===== config.mk =====
export PLATFORM = sky130hd
export DESIGN_NAME = eight_bit_timer_compare_core
export DESIGN_NICKNAME = d
export VERILOG_FILES = /design/src/rtl/timer_core_pkg.sv /design/src/rtl/eight_bit_timer_compare_core.sv
export SDC_FILE = /design/constraint.sdc
export NUM_CORES = 1
export LEC_CHECK = 0
export BUFFER_PORTS_ARGS = -buffer_cell sky130_fd_sc_hd__buf_2
export CELL_PAD_IN_SITES_DETAIL_PLACEMENT = 1
export CELL_PAD_IN_SITES_GLOBAL_PLACEMENT = 1
export CORE_ASPECT_RATIO = 0.75
export CORE_UTILIZATION = 47
export CTS_BUF_LIST = sky130_fd_sc_hd__clkbuf_4 sky130_fd_sc_hd__clkbuf_8
export CTS_CLUSTER_DIAMETER = 80
export DETAILED_ROUTE_END_ITERATION = 10
export PLACE_DENSITY_LB_ADDON = 0.1
export SLEW_MARGIN = 20
export SYNTH_ARGS = -nofsm -noshare
export SYNTH_HDL_FRONTEND = slang
export SYNTH_SLANG_ARGS = --single-unit
export TNS_END_PERCENT = 20

===== constraint.sdc =====
create_clock -name i_clk_sys -period 2.82 [get_ports i_clk_sys]
set_input_delay 0.141 -clock i_clk_sys [delete_from_list [all_inputs] [get_ports i_clk_sys]]
set_output_delay 0.141 -clock i_clk_sys [all_outputs]
set_load 0.02 [all_outputs]

===== src/rtl/timer_core_pkg.sv =====
// constants and register map of the eight-bit timer core
package timer_core_pkg;
  localparam logic [3:0] ADDR_CONTROL_A = 4'h0;
  localparam logic [3:0] ADDR_CONTROL_B = 4'h1;
  localparam logic [3:0] ADDR_COUNT     = 4'h2;
  localparam logic [3:0] ADDR_COMPARE_A = 4'h3;
  localparam logic [3:0] ADDR_COMPARE_B = 4'h4;
  localparam logic [3:0] ADDR_FLAGS     = 4'h5;
  localparam logic [3:0] ADDR_MASK      = 4'h6;
  localparam logic [3:0] ADDR_ASYNC     = 4'h7;
  localparam logic [3:0] ADDR_POWER     = 4'h8;
  localparam logic [3:0] ADDR_SERVICE   = 4'h9;
  // timer_control_a fields
  localparam int POS_MODE_BIT0 = 0;
  localparam int POS_MODE_BIT1 = 1;
  localparam int POS_COM_B     = 4;
  localparam int POS_COM_A     = 6;
  // timer_control_b fields
  localparam int POS_CLK_SEL   = 0;
  localparam int POS_MODE_BIT2 = 3;
  localparam int POS_FORCE_B   = 6;
  localparam int POS_FORCE_A   = 7;
  // flag and mask bits, then async select and power off bits
  localparam int POS_OVERFLOW  = 0;
  localparam int POS_MATCH_A   = 1;
  localparam int POS_MATCH_B   = 2;
  localparam int POS_ASYNC_SEL = 5;
  localparam int POS_POWER_OFF = 0;
  localparam logic [7:0] COUNT_BOTTOM = 8'h00;
  localparam logic [7:0] COUNT_MAX    = 8'hff;
  localparam logic [7:0] RESET_BYTE   = 8'h00;
  localparam logic [2:0] MODE_NORMAL  = 3'h0;
  localparam logic [2:0] MODE_PHASE   = 3'h1;
  localparam logic [2:0] MODE_CLEAR_ON_MATCH = 3'h2;
  localparam logic [2:0] MODE_FAST    = 3'h3;
  localparam logic [2:0] MODE_PHASE_A = 3'h5;
  localparam logic [2:0] MODE_FAST_A  = 3'h7;
  localparam logic [2:0] CLK_STOPPED  = 3'h0;
  localparam logic [1:0] COM_OFF      = 2'h0;
  localparam logic [1:0] COM_TOGGLE   = 2'h1;
  localparam logic [1:0] COM_CLEAR    = 2'h2;
  localparam logic [1:0] COM_SET      = 2'h3;
  localparam logic       POWER_RESET  = 1'b0;
endpackage


===== src/rtl/eight_bit_timer_compare_core.sv =====
// eight-bit timer/counter with two output compare channels
// Function
// - zero count is bottom, flagged
// - 0xff count signals maximum
// - top is 0xff or compare a
// - tick from io clock or crystal
// - clock select zero stops ticks
// - count readable at any time, writable unless powered off
// - software count write beats counting
// - each tick clears, increments or decrements per mode
// - continuous equality compare per channel
// - match flag set on following tick
// - match flag cleared by service or one
// - flags in one register, masked interrupts
// - compare double buffered in pwm modes
// - software reaches buffer or active value
// - force strobe updates output only, in non-pwm modes
// - count write blocks next tick matches
// - output state kept across mode change
// - output mode bits act immediately
// - power off bit disables module
// - overflow flag per mode, interrupt source
// - mode 0 wraps, overflow at zero
// - mode 2 clears on compare a
// - modes 3 and 7 single slope
// - output mode zero takes no action
`timescale 1ns/100ps
module eight_bit_timer_compare_core (
  input  wire logic       i_clk_sys,
  input  wire logic       i_srst,
  input  wire logic [3:0] i_addr,
  input  wire logic [7:0] i_wdata,
  input  wire logic       i_wr,
  input  wire logic       i_rd,
  input  wire logic       i_crystal_pin_in,
  output logic [7:0]      o_rdata,
  output logic            o_wave_output_a,
  output logic            o_wave_output_b,
  output logic            o_irq_overflow,
  output logic            o_irq_match_a,
  output logic            o_irq_match_b,
  output logic            o_crystal_pin_out
);
  import timer_core_pkg::*;

  typedef struct packed {
    logic [7:0] control_a;
    logic [7:0] control_b;
    logic [7:0] count_value;
    logic [7:0] compare_value_a;
    logic [7:0] compare_value_b;
    logic [7:0] buffer_a;
    logic [7:0] buffer_b;
    logic [2:0] flags;
    logic [2:0] mask;
    logic       async_clock_select;
    logic       timer_power_off;
    logic       count_down;
    logic       block_match;
    logic       pend_a;
    logic       pend_b;
    logic       wave_a;
    logic       wave_b;
    logic [1:0] xtal_sync;
    logic       xtal_last;
    logic       osc_out;
    logic [7:0] rdata;
    logic [2:0] irq;
  } state_type;

  state_type st;
  state_type nx;

  function automatic logic is_pwm(input logic [2:0] m);
    is_pwm = (m == MODE_PHASE) || (m == MODE_FAST) || (m == MODE_PHASE_A) || (m == MODE_FAST_A);
  endfunction

  function automatic logic apply_com(input logic [1:0] com, input logic cur);
    case (com)
      COM_TOGGLE: apply_com = ~cur;
      COM_CLEAR:  apply_com = 1'b0;
      COM_SET:    apply_com = 1'b1;
      default:    apply_com = cur;
    endcase
  endfunction

  logic [2:0] waveform_mode;
  logic [2:0] clock_source_select;
  logic       buffered;
  logic       timer_tick;
  logic       xtal_rise;
  logic [7:0] top_value;
  logic       at_top;
  logic       at_bottom;
  logic       at_max;
  logic       eq_a;
  logic       eq_b;
  logic       wr_count;

  always_comb begin
    waveform_mode       = {st.control_b[POS_MODE_BIT2], st.control_a[POS_MODE_BIT1], st.control_a[POS_MODE_BIT0]};
    clock_source_select = st.control_b[POS_CLK_SEL +: 3];
    buffered            = is_pwm(waveform_mode);
    xtal_rise           = st.xtal_sync[1] & ~st.xtal_last;
    timer_tick = ~st.timer_power_off && (clock_source_select != CLK_STOPPED)
                 && (st.async_clock_select ? xtal_rise : 1'b1);
    top_value  = (waveform_mode == MODE_FAST_A || waveform_mode == MODE_PHASE_A)
                 ? st.compare_value_a : COUNT_MAX;
    at_top     = st.count_value == top_value;
    at_bottom  = st.count_value == COUNT_BOTTOM;
    at_max     = st.count_value == COUNT_MAX;
    eq_a       = st.count_value == st.compare_value_a;
    eq_b       = st.count_value == st.compare_value_b;
    wr_count   = i_wr && (i_addr == ADDR_COUNT) && ~st.timer_power_off;
  end

  always_comb begin
    logic [2:0] set_f;
    logic [2:0] clr_f;
    logic [7:0] rd;
    nx    = st;
    set_f = 3'h0;
    clr_f = 3'h0;
    rd    = RESET_BYTE;
    nx.xtal_sync = {st.xtal_sync[0], i_crystal_pin_in};
    nx.xtal_last = st.xtal_sync[1];
    nx.osc_out   = st.async_clock_select & ~st.xtal_sync[1];

    if (timer_tick) begin
      // matches seen on the previous tick raise flags now
      set_f[POS_MATCH_A] = st.pend_a;
      set_f[POS_MATCH_B] = st.pend_b;
      nx.pend_a = eq_a && ~st.block_match;
      nx.pend_b = eq_b && ~st.block_match;
      if (eq_a && ~st.block_match) begin
        nx.wave_a = apply_com(st.control_a[POS_COM_A +: 2], st.wave_a);
      end
      if (eq_b && ~st.block_match) begin
        nx.wave_b = apply_com(st.control_a[POS_COM_B +: 2], st.wave_b);
      end
      nx.block_match = 1'b0;
      case (waveform_mode)
        MODE_NORMAL: begin
          nx.count_value = st.count_value + 8'h01;
          if (at_max) set_f[POS_OVERFLOW] = 1'b1;
        end
        MODE_CLEAR_ON_MATCH: begin
          if (eq_a) nx.count_value = COUNT_BOTTOM;
          else nx.count_value = st.count_value + 8'h01;
          if (at_max) set_f[POS_OVERFLOW] = 1'b1;
        end
        MODE_FAST, MODE_FAST_A: begin
          if (at_top) begin
            nx.count_value = COUNT_BOTTOM;
            set_f[POS_OVERFLOW] = 1'b1;
          end else begin
            nx.count_value = st.count_value + 8'h01;
          end
        end
        MODE_PHASE, MODE_PHASE_A: begin
          if (st.count_down) begin
            if (at_bottom) begin
              nx.count_down  = 1'b0;
              nx.count_value = st.count_value + 8'h01;
              set_f[POS_OVERFLOW] = 1'b1;
            end else begin
              nx.count_value = st.count_value - 8'h01;
            end
          end else if (at_top) begin
            nx.count_down  = 1'b1;
            nx.count_value = st.count_value - 8'h01;
          end else begin
            nx.count_value = st.count_value + 8'h01;
          end
        end
        default: nx.count_value = st.count_value + 8'h01;
      endcase
      // load compare values from buffers at top, in phase modes only while counting up
      if (buffered) begin
        if ((waveform_mode == MODE_FAST || waveform_mode == MODE_FAST_A) ? at_top : (at_top && ~st.count_down)) begin
          nx.compare_value_a = st.buffer_a;
          nx.compare_value_b = st.buffer_b;
        end
      end
    end

    if (i_wr) begin
      if (i_addr == ADDR_POWER) begin
        nx.timer_power_off = i_wdata[POS_POWER_OFF];
      end else if (~st.timer_power_off) begin
        case (i_addr)
          ADDR_CONTROL_A: nx.control_a = i_wdata;
          ADDR_CONTROL_B: begin
            nx.control_b = {2'b00, i_wdata[5:0]};
            // forced match moves the output only
            if (~is_pwm({i_wdata[POS_MODE_BIT2], waveform_mode[1:0]})) begin
              if (i_wdata[POS_FORCE_A]) nx.wave_a = apply_com(st.control_a[POS_COM_A +: 2], st.wave_a);
              if (i_wdata[POS_FORCE_B]) nx.wave_b = apply_com(st.control_a[POS_COM_B +: 2], st.wave_b);
            end
          end
          ADDR_COUNT: begin
            nx.count_value = i_wdata;
            nx.block_match = 1'b1;
            nx.pend_a      = 1'b0;
            nx.pend_b      = 1'b0;
          end
          ADDR_COMPARE_A: begin
            if (buffered) nx.buffer_a = i_wdata;
            else nx.compare_value_a = i_wdata;
          end
          ADDR_COMPARE_B: begin
            if (buffered) nx.buffer_b = i_wdata;
            else nx.compare_value_b = i_wdata;
          end
          ADDR_FLAGS:   clr_f = i_wdata[2:0];
          ADDR_MASK:    nx.mask = i_wdata[2:0];
          ADDR_ASYNC:   nx.async_clock_select = i_wdata[POS_ASYNC_SEL];
          ADDR_SERVICE: clr_f = i_wdata[2:0];
          default: ;
        endcase
      end
    end
    if (~buffered && !(i_wr && i_addr inside {ADDR_COMPARE_A, ADDR_COMPARE_B})) begin
      nx.buffer_a = nx.compare_value_a;
      nx.buffer_b = nx.compare_value_b;
    end
    // set wins over clear
    nx.flags = (st.flags & ~clr_f) | set_f;
    nx.irq   = nx.flags & nx.mask;

    if (i_rd) begin
      case (i_addr)
        ADDR_CONTROL_A: rd = st.control_a;
        ADDR_CONTROL_B: rd = st.control_b;
        ADDR_COUNT:     rd = st.count_value;
        ADDR_COMPARE_A: rd = buffered ? st.buffer_a : st.compare_value_a;
        ADDR_COMPARE_B: rd = buffered ? st.buffer_b : st.compare_value_b;
        ADDR_FLAGS:     rd = {5'h00, st.flags};
        ADDR_MASK:      rd = {5'h00, st.mask};
        ADDR_ASYNC:     rd = {2'b00, st.async_clock_select, 5'h00};
        ADDR_POWER:     rd = {7'h00, st.timer_power_off};
        default:        rd = RESET_BYTE;
      endcase
    end
    nx.rdata = rd;
  end

  always_ff @(posedge i_clk_sys) begin
    if (i_srst) begin
      st <= '0;
      st.timer_power_off <= POWER_RESET;
    end else begin
      st <= nx;
    end
  end

  assign o_rdata           = st.rdata;
  assign o_wave_output_a   = st.wave_a;
  assign o_wave_output_b   = st.wave_b;
  assign o_irq_overflow    = st.irq[POS_OVERFLOW];
  assign o_irq_match_a     = st.irq[POS_MATCH_A];
  assign o_irq_match_b     = st.irq[POS_MATCH_B];
  assign o_crystal_pin_out = st.osc_out;

  a_count_write_wins: assert property (@(posedge i_clk_sys) disable iff (i_srst)
    wr_count |=> st.count_value == $past(i_wdata)) else $error("count write lost");
  a_stop_holds_count: assert property (@(posedge i_clk_sys) disable iff (i_srst)
    (clock_source_select == CLK_STOPPED && !i_wr) |=> $stable(st.count_value)) else $error("stopped timer moved");
  a_match_flag_late: assert property (@(posedge i_clk_sys) disable iff (i_srst)
    (timer_tick && st.pend_a) |=> st.flags[POS_MATCH_A]) else $error("match a flag missing");
  a_block_after_write: assert property (@(posedge i_clk_sys) disable iff (i_srst)
    wr_count |=> !st.pend_a && !st.pend_b) else $error("match not blocked");
  a_normal_overflow: assert property (@(posedge i_clk_sys) disable iff (i_srst)
    (timer_tick && waveform_mode == MODE_NORMAL && at_max && !i_wr) |=>
      st.count_value == COUNT_BOTTOM && st.flags[POS_OVERFLOW]) else $error("normal wrap wrong");
  a_match_clear: assert property (@(posedge i_clk_sys) disable iff (i_srst)
    (timer_tick && waveform_mode == MODE_CLEAR_ON_MATCH && eq_a && !i_wr) |=> st.count_value == COUNT_BOTTOM)
    else $error("clear on match missing");
  a_irq_masked: assert property (@(posedge i_clk_sys) disable iff (i_srst)
    o_irq_match_b |-> st.mask[POS_MATCH_B] && st.flags[POS_MATCH_B]) else $error("irq b not masked");
  a_power_off_idle: assert property (@(posedge i_clk_sys) disable iff (i_srst)
    st.timer_power_off |-> !timer_tick) else $error("tick while powered off");
  a_com_off_holds: assert property (@(posedge i_clk_sys) disable iff (i_srst)
    (st.control_a[POS_COM_A +: 2] == COM_OFF && !i_wr) |=> $stable(st.wave_a)) else $error("output moved");
  // single slope restart at top
  a_fast_wrap: assert property (@(posedge i_clk_sys) disable iff (i_srst)
    (timer_tick && (waveform_mode == MODE_FAST || waveform_mode == MODE_FAST_A) && at_top && !i_wr) |=>
      st.count_value == COUNT_BOTTOM && st.flags[POS_OVERFLOW]) else $error("fast wrap wrong");
  // buffer copied into active compare at top
  a_buffer_load: assert property (@(posedge i_clk_sys) disable iff (i_srst)
    (timer_tick && waveform_mode == MODE_FAST_A && at_top && !i_wr) |=>
      st.compare_value_a == $past(st.buffer_a)) else $error("buffer not loaded");
  a_normal_counts_up: assert property (@(posedge i_clk_sys) disable iff (i_srst)
    (timer_tick && waveform_mode == MODE_NORMAL && !i_wr) |=>
      st.count_value == $past(st.count_value) + 8'h01) else $error("normal count not up");
  a_idle_count_still: assert property (@(posedge i_clk_sys) disable iff (i_srst)
    (!timer_tick && !i_wr) |=> $stable(st.count_value)) else $error("count moved without tick");
  a_power_off_frozen: assert property (@(posedge i_clk_sys) disable iff (i_srst)
    (st.timer_power_off && !(i_wr && i_addr == ADDR_POWER)) |=>
      $stable(st.count_value) && $stable(st.control_a) && $stable(st.control_b)) else $error("powered off block changed");
  a_force_no_flag: assert property (@(posedge i_clk_sys) disable iff (i_srst)
    (i_wr && i_addr == ADDR_CONTROL_B && !timer_tick) |=> $stable(st.flags)) else $error("force touched flags");
  a_mode_keeps_output: assert property (@(posedge i_clk_sys) disable iff (i_srst)
    (i_wr && i_addr == ADDR_CONTROL_A && !timer_tick) |=> $stable(st.wave_a) && $stable(st.wave_b))
    else $error("output lost on mode change");
  a_match_b_flag_late: assert property (@(posedge i_clk_sys) disable iff (i_srst)
    (timer_tick && st.pend_b) |=> st.flags[POS_MATCH_B]) else $error("match b flag missing");
  a_rdata_idle_zero: assert property (@(posedge i_clk_sys) disable iff (i_srst)
    !i_rd |=> o_rdata == RESET_BYTE) else $error("read data without read");
endmodule


==> results of run 1 <==
[layout by cell type (no fill, tap or decap), types with 10 or more instances in the layout]
cell	synthesis	final
a211oi_1	18	18
a21oi_1	50	50
buf_2	5	30
buf_4	12	27
dfxtp_1	83	83
inv_1	10	10
mux2_2	10	10
mux2i_1	34	34
nand2_1	54	54
nand3_1	14	14
nor2_1	69	69
nor3_1	23	23
o21ai_0	21	21
o22ai_1	13	13
xnor2_1	12	12
[synth_stat cells (13+ instances only)]
master / instances / area [um2]
nand2_1: 54 / 202.7
clkbuf_1: 25 / 93.84
o22ai_1: 13 / 81.33
a211oi_1: 18 / 135.1
nor2_1: 69 / 259.0
dfxtp_1: 83 / 1662
o21ai_0: 21 / 105.1
nor3_1: 23 / 115.1
mux2i_1: 34 / 340.3
a21oi_1: 50 / 250.2
nand3_1: 14 / 70.07
[worst paths after layout]
check | startpoint | end | slack (ns) | cells after the start
hold / removal | i_wdata[6] | st[83] | 0.09 | 3
setup / recovery | st[61] | st[64] | 0.17 | 7
setup reg to reg | st[61] | st[64] | 0.17 | 7
hold reg to reg | nx[14] | nx[12] | 0.45 | 1
[metal layers]
layer	global-route usage	share of wire	vias up	wire [um]
met4	0.1507	0.029	0	517
met5	0	0	-	0
met3	0.08304	0.093	43	1682
met1	0.5119	0.44	2388	7941
li1	-	-	2147	-
met2	0.5707	0.44	227	7899
[worst max-delay path: cells and delay by family, from the launching register on]
family / cells / cell delay (ns)
AOI/OAI and AO/OA: 4 / 0.94
and+or+nand+nor: 2 / 0.87
DFF: 1 / 0.50
buffers and inverters: 1 / 0.19
[layout make-up]
type,instances,share of cell area
Clock buffer,11,0.02729
Clock inverter,5,0.007376
Inverter,15,0.01156
Multi-Input combinational cell,433,0.5245
Sequential cell,83,0.3265
Tap cell,128,0.03147
Timing Repair Buffer,58,0.07131
[metrics by stage]
stage	hold WS, ns	cell area (um2)
after detailed placement	0.3731	4902
after global routing	0.09108	5089
final	0.08910	5089
after CTS	0.07478	5089
after global placement	0.3508	4902
after floorplan	0.2692	4628
[cells by family after synthesis]
kind of cell,share of synthesized area
simple gates,0.2195
fa+ha+maj,0.008111
mux,0.09787
flops,0.3590
xor+xnor,0.02460
compound gates,0.2266
buf+inv,0.06434
[flip-flops by register name, indices dropped and copies added, names as in the netlist]
register	count
o_wave_output_b	1
o_crystal_pin_out	1
o_rdata	8
clock_source_select	3
st	64
nx	2
o_wave_output_a	1
o_irq_match_a	1
o_irq_match_b	1
o_irq_overflow	1
[power groups by stage]
| stage | Combinational [W] | Sequential [W] | Clock [W] |
|---|---|---|---|
| after CTS | 0.000373 | 0.00124 | 0.000827 |
| after floorplan | 0.000253 | 0.00125 | 0 |
| after global placement | 0.000362 | 0.00126 | 0 |
| after detailed placement | 0.000369 | 0.00127 | 0 |
| final | 0.000383 | 0.00124 | 0.000811 |
| after global routing | 0.000407 | 0.00124 | 0.000866 |
==> run summary, run 1 <==
Outcome - finished clean
Peak VDD IR - 275.0 uV
Clk slew on worst S/H paths - 0.09 ns
Top FF cell, synth - dfxtp_1
Max-Cap Viols - 0
GRT Util Overall - 0.3737
Die height - 87.94 um
Slowest CP cell - or4_4
Synth-to-Final Area Change - 9.949%
Cells after Synth - 580
Hold Vio Cnt, Final - 0
Io pins - 31
Critical path class - register to register
Clk sinks - 83
Combinational share of power - 0.157
Clock group share of total power - 0.333
Power Density - 478.5 nW/um2
RSZ-0062 raised after global routing - no
Post-synthesis async set-or-reset flop share - 0
Die ar. - 10,250 um2
PortBufs - 30
Syn_area_per_cell - 7.980 um2
Initial DRC Count - 669
Fmax - 377.0 MHz
Largest net degree at the start of global routing - 44
Final TNS setup - 0 ns
Pint - 0.001679 W
ANT cells - 0
Worst setup margin - 0.1676 ns
Final Util - 0.5466
Critical Path RT - 3.04 ns
Count of unique library cells instantiated by Yosys - 62
Post-synth EDFFs - 0
Post-route minimum period - 2.652 ns
Post-DP HPWL - 13,240 um
Hold buffer count at cts - 1
CP max stage delay - 0.53 ns
Initial Util - 0.4972
Postcts setup bufs - 0
CP Max Fanout - 8
Worst Hold Class - input port to register
CTS max path bufs - 2
Post-layout total power - 0.002435 W
Finished Layout Cells - 733
Crit-path cells - inv_1 > a22o_1 > or4_4 > nor4_2 > o22ai_1 > a221oi_1 > a211oi_1
Core footprint - 9309 um2
Switching pwr - 0.0007556 W
Worst-skew pair later-pin latency - 0.38 ns
Global-route wire length before repair - 27,840 um
Placed cell count - 716
Overflow after GRT - 0
WL per Instance - 24.61 um
Warnings, synthesis - 0
Crit start category - register
Residual DRC count - 0
Std-Cell Rows - 30
Final WL - 18,040 um
Synth Register Bits - 83
Layout cells sized above 1 - 0.1570
CP Capture Type - register
Sequential share of the synthesized area - 0.3590
Global placement routability congestion - 0.9025
Mapped Area - 4628 um2
Final Max Slew Viols - 0
Final Skew - 0.01437 ns
Least-Margin Pin Slew - 0.8604 ns
Register share of total power - 0.509
Vias per cell - 6.555
Clock root buffer - clkbuf_8
Multi-input gate area - 2669 um2
CTS tree - yes
# fillers - 1,174
Arr. time, crit path - 2.87 ns
FF/Latch Area - 1662 um2
Antenna viol nets, final - 0
Cts repair resizes - 0
Standby leakage power - 1.890 nW
Via count - 4,805
Slew HR - 0.4264
Die width - 116.6 um
Post-synth net total - 600
Vias in the first global route - 4,819
DR pass1 iterations - 5
Number of antenna violations at the first check in global routing - 0
Setup violations, final - 0
Final Net Count - 620
Fin crit share - 0.9406
Pre-CTS setup slack - 0.2231 ns
TritonCTS buffer count - 9
H-Tree Depth - 3
Switching portion of total power - 0.3103
No activity file was read; power rests on OpenSTA's default activity.
==> run 2: changes to the inputs <==
- CORE_UTILIZATION: 47 -> 43
- clock period: 2.82 -> 2.4 ns (I/O delays scaled with it)
==> run 2 against run 1 <==
  * Fmax is 13% higher
  * Sequential share of layout area down 1.6 points
  * Register-to-register slack worse by 0.10 ns
  * First-iteration DRC count shrank 37%
  * Critical endpoint is now o_wave_output_a
  * Largest power group unchanged
  * Non-clock buffer count is 23 higher
  * Via count is essentially flat
==> run summary, run 2 (same netlist as run 1, synthesis figures left out) <==
Outcome - finished clean
Standby leakage power - 2.024 nW
Least-Margin Pin Slew - 0.7191 ns
FF-to-FF setup slack - 0.06 ns
Number of antenna violations at the first check in global routing - 0
CP Max Fanout - 5
Power Density - 565.5 nW/um2
WL per Instance - 23.18 um
Levels on crit path - 7
ANT cells - 0
Std-Cell Rows - 32
Vias per cell - 6.292
Delay-heaviest family, CP - simple AND/OR/NAND/NOR gates
Residual DRC count - 0
Final Net Count - 643
# fillers - 1,280
R2r endpoint - o_wave_output_a
CTS max path bufs - 2
Initial Util - 0.4463
Hold Vio Cnt, Final - 0
M1 GR Usage - 0.4783
Peak VDD IR - 305.6 uV
Global-route wire length before repair - 27,440 um
R2R depth - 7
Critical path class - register to register
RSZ-0062 raised after global routing - yes
Fmax - 427.9 MHz
Largest net degree at the start of global routing - 28
Commonest non-fill, non-tap cell in the layout - dfxtp_1
Worst path bufs/invs - 1
Core footprint - 10,370 um2
GRT Util Overall - 0.3299
Hold path cells - 3
Overflow after GRT - 0
H-Tree Depth - 3
Io pins - 31
Clock root buffer - clkbuf_8
Worst Hold Class - input port to register
Post-DP HPWL - 13,260 um
Final Util - 0.5170
Finished Layout Cells - 764
PortBufs - 30
CTS tree - yes
Arr. time, crit path - 2.64 ns
Crit-path cells - inv_2 > a22o_1 > or4_4 > or4_4 > a21oi_1 > a31oi_1 > a21oi_1
Placed inst area - 5097 um2
Hold path start - i_wdata[6]
Crit start category - register
Critical Path RT - 2.71 ns
Die height - 91.85 um
Post-route minimum period - 2.337 ns
TritonCTS buffer count - 9
Met2 Use GR - 0.4892
Slew HR - 0.5169
Synth-to-Final Area Change - 15.84%
Clk slew on worst S/H paths - 0.09 ns
Min-Delay Endpoint - st[83]
Final Max Slew Viols - 0
Final Skew - 0.01249 ns
Vias in the first global route - 4,709
Via count - 4,807
Setup violations, final - 0
GRT Max-Usage Layer - met2
Layout cells sized above 1 - 0.1990
Final WL - 17,710 um
Die ar. - 11,190 um2
Die width - 121.8 um
Slowest CP cell - or4_4
CP Capture Type - register
Design area - 5361 um2
Max-Cap Viols - 0
Flip-flop count of the largest register after layout - 64
Initial DRC Count - 421
Commonest cells after routing, fill and taps aside - dfxtp_1, nor2_1, nand2_1
Worst setup margin - 0.06289 ns
CP max stage delay - 0.59 ns
Worst-skew pair later-pin latency - 0.38 ns
Antenna viol nets, final - 0
Fin crit share - 0.9738
Clk sinks - 83
Placed cell count - 747
Top reg by flops - st
R2R Path Start - st[63]
Met3 Use GR - 0.06779
Pre-CTS setup slack - -0.01393 ns
Global placement routability congestion - 0.9246
DR pass1 iterations - 4
## run 2: layout make-up
class                   instances  area [um2]  area share
well taps                     136       170.2     0.03174
clock buffers                  11       145.1     0.02707
repair buffers                 81       548.0      0.1022
clock inverters                 5       61.31     0.01144
flip-flops and latches         83        1663      0.3102
inverters                      15       58.81     0.01097
multi-input cells             433        2715      0.5064
## run 2: per-layer routing
| layer | vias to the layer above | share of wire | wire length (um) |
|---|---|---|---|
| met5 | - | 0 | 0 |
| met4 | 0 | 0.013 | 232 |
| met3 | 23 | 0.084 | 1486 |
| met2 | 191 | 0.44 | 7714 |
| met1 | 2413 | 0.47 | 8278 |
| li1 | 2180 | - | - |
## run 2: worst register-to-register path, delay by kind of cell, from the launching register on
family | cells | cell delay [ns]
AO/OA/AOI/OAI | 4 | 0.61
buffers and inverters | 1 | 0.09
flip-flops | 1 | 0.40
AND/OR/NAND/NOR | 2 | 1.16
## run 2: how the worst max path moves through the flow
stage	start	slack (ns)	end
2_1_floorplan	st[61]	0.21	st[64]
3_3_place_gp	st[62]	0.07	st[65]
4_1_cts	st[62]	0.04	st[65]
6_report	st[63]	0.06	o_wave_output_a
5_1_grt	st[63]	-0.001	st[65]
3_5_place_dp	st[62]	-0.01	st[65]
## run 2: per-stage QoR
| step | TNS, ns | total power [W] | hold WS [ns] |
|---|---|---|---|
| 2_1_floorplan | 0 | 0.001763 | 0.2482 |
| 3_5_place_dp | -0.02323 | 0.001946 | 0.3399 |
| 3_3_place_gp | 0 | 0.001934 | 0.3384 |
| 4_1_cts | 0 | 0.003025 | 0.06352 |
| 5_1_grt | -0.0009532 | 0.003130 | 0.07622 |
| 6_report | 0 | 0.003032 | 0.07008 |
## run 2: timing repair
item,CTS,global route
endpoints found under the hold margin,1,0
endpoints found under the setup margin,5,19
setup buffers,0,0
hold buffers,1,0
gates resized for setup,1,7
## run 2: power by group
| group | internal [W] | switching (W) |
|---|---|---|
| combinational | 0.000179 | 0.000316 |
| clock | 0.000525 | 0.000569 |
| sequential | 0.00141 | 0.0000313 |
| total | 0.00212 | 0.000916 |
